## config.mk

```make
export PLATFORM = sky130hd
export DESIGN_NAME = gate_driver_control
export DESIGN_NICKNAME = d
export VERILOG_FILES = /design/src/design/gate_drive_pkg.sv /design/src/design/gate_driver_control.sv
export SDC_FILE = /design/constraint.sdc
export NUM_CORES = 1
export LEC_CHECK = 0
export BUFFER_PORTS_ARGS = -buffer_cell sky130_fd_sc_hd__buf_2
export CORE_MARGIN = 2
export CORE_UTILIZATION = 40
export CTS_BUF_LIST = sky130_fd_sc_hd__clkbuf_8
export DETAILED_ROUTE_END_ITERATION = 8
export PLACE_DENSITY_LB_ADDON = 0.2
export SLEW_MARGIN = 20
export SYNTH_ARGS = -nofsm -noshare
export SYNTH_HDL_FRONTEND = slang
export SYNTH_SLANG_ARGS = --single-unit
export TNS_END_PERCENT = 30
```

## constraint.sdc

```tcl
create_clock -name clk -period 3.5 [get_ports clk]
set_input_delay 0.35 -clock clk [delete_from_list [all_inputs] [get_ports clk]]
set_output_delay 0.35 -clock clk [all_outputs]
set_load 0.01 [all_outputs]
```

## src/design/gate_drive_pkg.sv

```systemverilog
// Shared constants and carrier types for the three-phase gate control.
// Assumes a single 200 MHz clock and synchronous active-high reset.
package gate_drive_pkg;

  // ----------------------------------------------------------------
  // Geometry and timing
  // ----------------------------------------------------------------
  localparam int PHASES          = 3;
  localparam int CLK_PERIOD_PS   = 5000;
  // Built-in dead interval and minimum on-time, in ns as set
  localparam int DEAD_TIME_NS    = 200;
  localparam int MIN_ON_NS       = 100;
  // Least times round up to whole cycles, at least one
  localparam int DEAD_CYCLES_RAW = (DEAD_TIME_NS * 1000 + CLK_PERIOD_PS - 1)
                                   / CLK_PERIOD_PS;
  localparam int DEAD_CYCLES     = (DEAD_CYCLES_RAW < 1) ? 1 : DEAD_CYCLES_RAW;
  localparam int MINON_RAW       = (MIN_ON_NS * 1000 + CLK_PERIOD_PS - 1)
                                   / CLK_PERIOD_PS;
  localparam int MINON_CYCLES    = (MINON_RAW < 1) ? 1 : MINON_RAW;
  localparam int CNT_W           = 8;

  // ----------------------------------------------------------------
  // Carrier types
  // ----------------------------------------------------------------
  typedef struct packed {
    logic [PHASES-1:0] high_side_cmd;
    logic [PHASES-1:0] low_side_cmd_n;
  } phase_cmd_type;

  typedef struct packed {
    logic [PHASES-1:0] high_gate_out;
    logic [PHASES-1:0] low_gate_out;
  } gate_out_type;

  typedef enum logic [1:0] {
    DRV_OFF,
    DRV_LOW,
    DRV_HIGH
  } drive_type;

endpackage

```

## src/design/gate_driver_control.sv

```systemverilog
// Three-phase gate control: truth table, dead time, minimum on-time and
// lock-out handling. Inputs are pins or other-domain levels and are
// synchronised here; lock-out levels come from analog comparators.
`timescale 1ns/10ps
module gate_driver_control
  import gate_drive_pkg::*;
(
  // Clock and reset
  input  wire logic                clk,
  input  wire logic                rst,
  // Command sources: port bit and PWM phase outputs
  input  wire logic                driver_enable_port_bit,
  input  wire logic [PHASES-1:0]   pwm_top_phase,
  input  wire logic [PHASES-1:0]   pwm_bottom_phase,
  // Presence of a driver on the command lines (pull emulation)
  input  wire logic                enable_driven,
  input  wire logic [PHASES-1:0]   cmd_driven,
  // Lock-out levels, high while the condition holds
  input  wire logic                supply_lockout,
  input  wire logic                regulator_lockout,
  input  wire logic                thermal_lockout,
  input  wire logic [PHASES-1:0]   bootstrap_lockout,
  // Gate outputs
  output gate_out_type             gates
);

  // ----------------------------------------------------------------
  // Two-stage synchronisers on every pin and lock-out level
  // ----------------------------------------------------------------
  localparam int SW = 4 * PHASES + 5;
  // Reset value keeps every gate off and every lock-out asserted
  localparam logic [SW-1:0] SYNC_RST = {1'b0, {PHASES{1'b0}},
                                        {PHASES{1'b1}}, 1'b0,
                                        {PHASES{1'b0}}, 3'h7,
                                        {PHASES{1'b1}}};
  logic [SW-1:0] sync1, sync2, next_sync1, next_sync2;
  always_comb begin
    next_sync1 = {driver_enable_port_bit, pwm_top_phase, pwm_bottom_phase,
                  enable_driven, cmd_driven, supply_lockout,
                  regulator_lockout, thermal_lockout, bootstrap_lockout};
    next_sync2 = sync1;
  end
  always_ff @(posedge clk) begin
    if (rst) begin
      sync1 <= SYNC_RST;
      sync2 <= SYNC_RST;
    end else begin
      sync1 <= next_sync1;
      sync2 <= next_sync2;
    end
  end

  // ----------------------------------------------------------------
  // Pull defaults and source mapping
  // ----------------------------------------------------------------
  logic              en_pin, en_drv, sup_s, reg_s, otp_s, en_s;
  logic [PHASES-1:0] top_pin, bot_pin, cmd_drv, bst_s;
  phase_cmd_type     cmd_s;
  assign {en_pin, top_pin, bot_pin, en_drv, cmd_drv,
          sup_s, reg_s, otp_s, bst_s} = sync2;
  // Pulls act after the flip-flops, so no logic reads a raw pin
  always_comb begin
    // Undriven lines fall to the off state of the bridge
    en_s                 = en_drv & en_pin;
    cmd_s.high_side_cmd  = cmd_drv & top_pin;
    cmd_s.low_side_cmd_n = ~cmd_drv | bot_pin;
  end

  // Truth-table decode shared by every phase
  function automatic drive_type decode(input logic en, input logic hi,
                                       input logic lo_n);
    if (!en)
      decode = DRV_OFF;
    else if (!hi && !lo_n)
      decode = DRV_LOW;
    else if (hi && lo_n)
      decode = DRV_HIGH;
    else
      decode = DRV_OFF;
  endfunction

  // ----------------------------------------------------------------
  // Per-phase filter, dead time and output stage
  // ----------------------------------------------------------------
  drive_type          want   [PHASES];
  drive_type          cand   [PHASES];
  drive_type          active [PHASES];
  logic [CNT_W-1:0]   on_cnt [PHASES];
  logic [CNT_W-1:0]   dead   [PHASES];
  drive_type          next_cand   [PHASES];
  drive_type          next_active [PHASES];
  logic [CNT_W-1:0]   next_on_cnt [PHASES];
  logic [CNT_W-1:0]   next_dead   [PHASES];
  logic [PHASES-1:0]  hi_q, lo_q, next_hi, next_lo;
  logic               hard_off;

  assign hard_off = sup_s | reg_s | otp_s;

  always_comb begin
    for (int p = 0; p < PHASES; p++) begin
      want[p]        = decode(en_s, cmd_s.high_side_cmd[p],
                              cmd_s.low_side_cmd_n[p]);
      next_cand[p]   = want[p];
      next_on_cnt[p] = on_cnt[p];
      next_active[p] = active[p];
      next_dead[p]   = dead[p];
      // Qualify a drive request only after it persists the minimum on-time
      if (want[p] != cand[p])
        next_on_cnt[p] = '0;
      else if (on_cnt[p] < CNT_W'(MINON_CYCLES))
        next_on_cnt[p] = on_cnt[p] + CNT_W'(1);
      // Dead counter runs while the phase's active drive is DRV_OFF
      if (active[p] == DRV_OFF) begin
        if (dead[p] < CNT_W'(DEAD_CYCLES))
          next_dead[p] = dead[p] + CNT_W'(1);
      end else begin
        next_dead[p] = '0;
      end
      // Off requests drop at once; on requests need filter and dead time
      if (want[p] == DRV_OFF || want[p] != active[p])
        next_active[p] = DRV_OFF;
      if (active[p] == DRV_OFF && want[p] != DRV_OFF &&
          want[p] == cand[p] &&
          on_cnt[p] >= CNT_W'(MINON_CYCLES - 1) &&
          dead[p] >= CNT_W'(DEAD_CYCLES - 1))
        next_active[p] = want[p];
      // Lock-out gating on the registered outputs
      next_hi[p] = (next_active[p] == DRV_HIGH) && !hard_off
                   && !bst_s[p];
      next_lo[p] = (next_active[p] == DRV_LOW) && !hard_off;
    end
  end

  // Registered state; the gates leave flip-flops to avoid glitches
  always_ff @(posedge clk) begin
    if (rst) begin
      for (int p = 0; p < PHASES; p++) begin
        cand[p]   <= DRV_OFF;
        active[p] <= DRV_OFF;
        on_cnt[p] <= '0;
        dead[p]   <= CNT_W'(DEAD_CYCLES);
      end
      hi_q <= '0;
      lo_q <= '0;
    end else begin
      for (int p = 0; p < PHASES; p++) begin
        cand[p]   <= next_cand[p];
        active[p] <= next_active[p];
        on_cnt[p] <= next_on_cnt[p];
        dead[p]   <= next_dead[p];
      end
      hi_q <= next_hi;
      lo_q <= next_lo;
    end
  end

  // One driver for the whole output word
  assign gates = {hi_q, lo_q};

  // ----------------------------------------------------------------
  // Checks
  // ----------------------------------------------------------------
  // Helpers on phase 0: both-off run, last side driven, low request run
  logic [CNT_W-1:0] gap_cnt, next_gap_cnt, low_run, next_low_run;
  logic             last_hi, next_last_hi;
  always_comb begin
    next_gap_cnt = gap_cnt;
    next_low_run = low_run;
    next_last_hi = last_hi;
    if (hi_q[0] || lo_q[0])
      next_gap_cnt = '0;
    else if (gap_cnt < CNT_W'(DEAD_CYCLES))
      next_gap_cnt = gap_cnt + CNT_W'(1);
    if (want[0] != DRV_LOW)
      next_low_run = '0;
    else if (low_run < CNT_W'(MINON_CYCLES))
      next_low_run = low_run + CNT_W'(1);
    if (hi_q[0])
      next_last_hi = 1'b1;
    else if (lo_q[0])
      next_last_hi = 1'b0;
  end
  // Gap starts saturated, matching the dead counter after reset
  always_ff @(posedge clk) begin
    if (rst) begin
      gap_cnt <= CNT_W'(DEAD_CYCLES);
      low_run <= '0;
      last_hi <= 1'b0;
    end else begin
      gap_cnt <= next_gap_cnt;
      low_run <= next_low_run;
      last_hi <= next_last_hi;
    end
  end

  property p_no_shoot;
    @(posedge clk) disable iff (rst) (hi_q & lo_q) == '0;
  endproperty
  a_no_shoot: assert property (p_no_shoot)
    else $error("both gates on");

  // Only a changeover needs the gap; a lock-out pause on one side does not
  property p_dead_gap;
    @(posedge clk) disable iff (rst)
      (($rose(lo_q[0]) && last_hi) || ($rose(hi_q[0]) && !last_hi))
        |-> gap_cnt >= CNT_W'(DEAD_CYCLES);
  endproperty
  a_dead_gap: assert property (p_dead_gap)
    else $error("dead gap short");

  property p_hard_off;
    @(posedge clk) disable iff (rst) hard_off |=> (hi_q == '0 && lo_q == '0);
  endproperty
  a_hard_off: assert property (p_hard_off)
    else $error("lockout ignored");

  property p_bst;
    @(posedge clk) disable iff (rst) bst_s[0] |=> !hi_q[0];
  endproperty
  a_bst: assert property (p_bst)
    else $error("high gate in bst lockout");

  property p_en_off;
    @(posedge clk) disable iff (rst) !en_s |=> (hi_q == '0 && lo_q == '0);
  endproperty
  a_en_off: assert property (p_en_off)
    else $error("gate on while disabled");

  property p_low_cause;
    @(posedge clk) disable iff (rst)
      $rose(lo_q[0]) |-> $past(!cmd_s.high_side_cmd[0] &&
                               !cmd_s.low_side_cmd_n[0] && en_s);
  endproperty
  a_low_cause: assert property (p_low_cause)
    else $error("low without cmd");

  property p_high_cause;
    @(posedge clk) disable iff (rst)
      $rose(hi_q[0]) |-> $past(want[0] == DRV_HIGH, 1)
                         && $past(want[0] == DRV_HIGH, 2);
  endproperty
  a_high_cause: assert property (p_high_cause)
    else $error("short pulse passed");

  // Low gate only after the low request has stood the minimum on-time
  property p_minon;
    @(posedge clk) disable iff (rst)
      $rose(lo_q[0]) |-> low_run >= CNT_W'(MINON_CYCLES);
  endproperty
  a_minon: assert property (p_minon)
    else $error("short low pulse passed");

endmodule // gate_driver_control

```

==> impl_metrics.json <==
{
  "status": "finished clean",
  "worstReg2RegEnd": "hi_q[0]",
  "cts.reportedPaths.clkPinSlew_ns": 0.11,
  "die_h_um": 100.2,
  "finalCritPeriodShare_pct": 56.78,
  "synth_ff_type": "dfxtp_1",
  "setup_ws_ns": 1.513,
  "final-hold-violation-count": 0,
  "path_buf_inv": 0,
  "stdcell_count": 511,
  "holdPathStages": 2,
  "io_pins": 25,
  "start_kind": "register",
  "max_stage_delay_ns": 0.55,
  "cts_setup_buffers": 0,
  "drive_above_1_share_pct": 16.25,
  "nFillCells": 887,
  "synth_commonest_cells": "100 x dfxtp_1, 48 x nor2_1, 21 x nor2b_1",
  "p_comb_share_pct": 3.3,
  "die_x_um": 100.2,
  "crit_chain": "nand3_1, or4_1, a211o_1, a2bb2oi_1, nor4b_1",
  "area_delta_synth_final_pct": 10.64,
  "clockBufferDepth": 2,
  "cts_resized": 0,
  "dp.cells": 495,
  "drv_slew": 0,
  "vias": 2469,
  "cts-hold-fix-buffers": 0,
  "nets": 420,
  "max_freq_mhz": 503.2,
  "r2r_setup_slack_ns": 1.51,
  "cp.arrival_ns": 2.24,
  "fin_crit_ns": 1.987,
  "p_sw_w": 0.0004623,
  "grt_usage_pct": 12.03,
  "synth_most_common_cell": "dfxtp_1",
  "p_sw_share_pct": 23.87,
  "vias_per_cell": 4.832,
  "drt_pass1_iterations": 4,
  "cts_made_buffers": 9,
  "io_buffers": 24,
  "synth_top_area_share_pct": 54.04,
  "drt-wirelength-per-cell_um": 11.00,
  "die_area_sq_mm": 0.01005,
  "synth_seq_cells": 100,
  "synth.area.top_cells": "dfxtp_1 54%, nor2_1 4.9%, nor2b_1 3.5%",
  "first_iter_violations": 88,
  "drc": 0,
  "met3WireLength_um": 152,
  "cp_max_fo": 7,
  "endpoint_kind": "register",
  "syn_area_sq_mm": 0.003705,
  "fin_skew_ns": 0.01328,
  "place_ws_ns": 1.519,
  "cts_root_buf": "clkbuf_8",
  "syn_nets": 398,
  "power_density_mw_per_mm2": 472.6,
  "r2r_cells": 5,
  "critical_path_required_ns": 3.75,
  "path_class": "register to register",
  "p_leak_nw": 1.580,
  "max_cap_violations": 0,
  "m1WireLength_um": 2738,
  "cp_top_family": "simple AND/OR/NAND/NOR gates",
  "core-area_sq_mm": 0.009109,
  "intPower_w": 0.001475,
  "fin_tns_setup_ns": 0,
  "wl_met2_um": 2624,
  "top_layer_used": "met4",
  "cts.sinks": 100,
  "routed_wl_um": 5619,
  "place.gp.congestion": 0.7962,
  "hold_path_end": "next_sync2[5]",
  "syn_area_per_cell_sq_um": 9.932,
  "peakVddDrop_v": 0.0003560,
  "seq_power_share_pct": 60.9,
  "clk_latency_ns": 0.37,
  "hpwlAfterDp_um": 3912,
  "synth_cells": 373,
  "clockPowerShare_pct": 35.8,
  "worstMarginPinSlew_ns": 0.8689,
  "grt_max_degree": 57,
  "drtAntennaViolNets": 0,
  "cts_tree": "yes",
  "setup_violations": 0,
  "min_from": "supply_lockout",
  "yosysSeqAreaShare_pct": 54.04,
  "slowest_stage": "or4_1",
  "grt_pass1_vias": 2290,
  "start_util_pct": 40.67,
  "max-slew-margin-rel_pct": 42.07,
  "synth_edf_count": 0,
  "ys_async_sr_fraction_pct": 0,
  "antenna_found_initial": 0,
  "synth_cell_types": 52,
  "rsz0062_at_grt": "no",
  "yosys.area.top_type": "dfxtp_1",
  "cp-startpoint": "sync2[9]",
  "row_count": 35,
  "gr-total-overflow": 0,
  "crit_cells": 5,
  "grt_pass1_wl_um": 9673,
  "timing.rr.start": "sync2[9]",
  "h-tree-depth": 3,
  "synth_warnings": 0,
  "hold_path.class": "primary input to register",
  "antenna_cells": 0
}
-- area by class of cell --
cell class | instances | area [sq um] | area share (%)
Timing Repair Buffer | 24 | 120.1 | 2.930
Sequential cell | 100 | 2002 | 48.84
Clock buffer | 9 | 123.9 | 3.022
Clock inverter | 7 | 67.56 | 1.648
Inverter | 15 | 56.30 | 1.374
Multi-Input combinational cell | 245 | 1590 | 38.80
Tap cell | 111 | 138.9 | 3.388
-- metal layers --
| metal | vias up | track usage [%] |
|---|---|---|
| li1 | 1312 | - |
| met1 | 1122 | 14.63 |
| met2 | 27 | 19.62 |
| met3 | 8 | 2.994 |
| met4 | 0 | 6.428 |
| met5 | - | 0 |
-- worst max-delay path by stage --
stage               endpoint  slack, ns
floorplan            lo_q[2]       1.63
global placement     hi_q[1]       1.54
detailed placement   hi_q[0]       1.52
CTS                  hi_q[0]       1.48
global route         hi_q[1]       1.36
finish               hi_q[0]       1.51
-- through the flow --
step	power (W)	util [%]	hold slack [ns]	instance area [sq um]
2_1_floorplan	0.001251	-	0.3743	3705
3_3_place_gp	0.001269	42.90	0.3843	3908
3_5_place_dp	0.001271	42.90	0.3861	3908
4_1_cts	0.001974	45.00	0.1349	4099
5_1_grt	0.002030	45.00	0.1405	4099
6_report	0.001937	45.00	0.1542	4099
-- cells by family after synthesis --
| family | share of synthesized area, % |
|---|---|
| flip-flops | 54.04 |
| AO/OA/AOI/OAI | 8.511 |
| XOR/XNOR | 5.438 |
| adder cells (fa/ha/maj) | 2.026 |
| buffers and inverters | 3.039 |
| AND/OR/NAND/NOR | 25.33 |
| multiplexers | 1.621 |
-- layout by cell type, fill, tap and decap left out, types with 2 or more instances in the layout --
master | Yosys | final
or3_1 | 8 | 8
nand4_1 | 7 | 7
a21oi_1 | 4 | 4
a21o_1 | 3 | 3
xnor2_1 | 8 | 8
or4b_1 | 2 | 2
nand4b_1 | 2 | 2
nor4bb_1 | 2 | 2
and4_1 | 3 | 3
o21a_1 | 3 | 3
or2_1 | 2 | 2
and3_1 | 4 | 4
ha_1 | 6 | 6
and2_1 | 6 | 6
nor3_1 | 7 | 7
nand2_1 | 18 | 18
clkbuf_8 | 0 | 9
nand3_1 | 6 | 6
dfxtp_1 | 100 | 100
nor4_1 | 3 | 3
or2_2 | 20 | 20
a2111oi_0 | 2 | 2
nor2b_1 | 21 | 21
inv_1 | 15 | 15
or4_1 | 3 | 3
nand2b_1 | 4 | 4
buf_2 | 0 | 24
o21bai_1 | 4 | 4
xor2_1 | 15 | 15
clkinv_4 | 0 | 2
a211oi_1 | 2 | 2
nor2_1 | 48 | 48
a41oi_1 | 5 | 5
o21ai_0 | 4 | 4
inv_8 | 0 | 3
mux2i_1 | 6 | 6
-- power by group through the flow --
stage | clock [W] | sequential, W | combinational [W]
floorplan | 0 | 0.00120 | 0.0000484
finish | 0.000694 | 0.00118 | 0.0000636
global route | 0.000773 | 0.00118 | 0.0000732
CTS | 0.000729 | 0.00118 | 0.0000651
global placement | 0 | 0.00121 | 0.0000637
detailed placement | 0 | 0.00121 | 0.0000650
-- registers in the layout (all words and copies together), names as in the netlist --
signal,cells
active,6
cand,6
dead,24
hi_q,3
lo_q,3
next_sync2,17
on_cnt,24
sync2,17
-- worst reg2reg max path, stage by stage, from the launching register on --
cell and delay, ns:
dfxtp_1 0.38, nand3_1 0.21, or4_1 0.55, a211o_1 0.29, a2bb2oi_1 0.15, nor4b_1 0.30
Note: power is estimated with default switching activity, not from simulation.
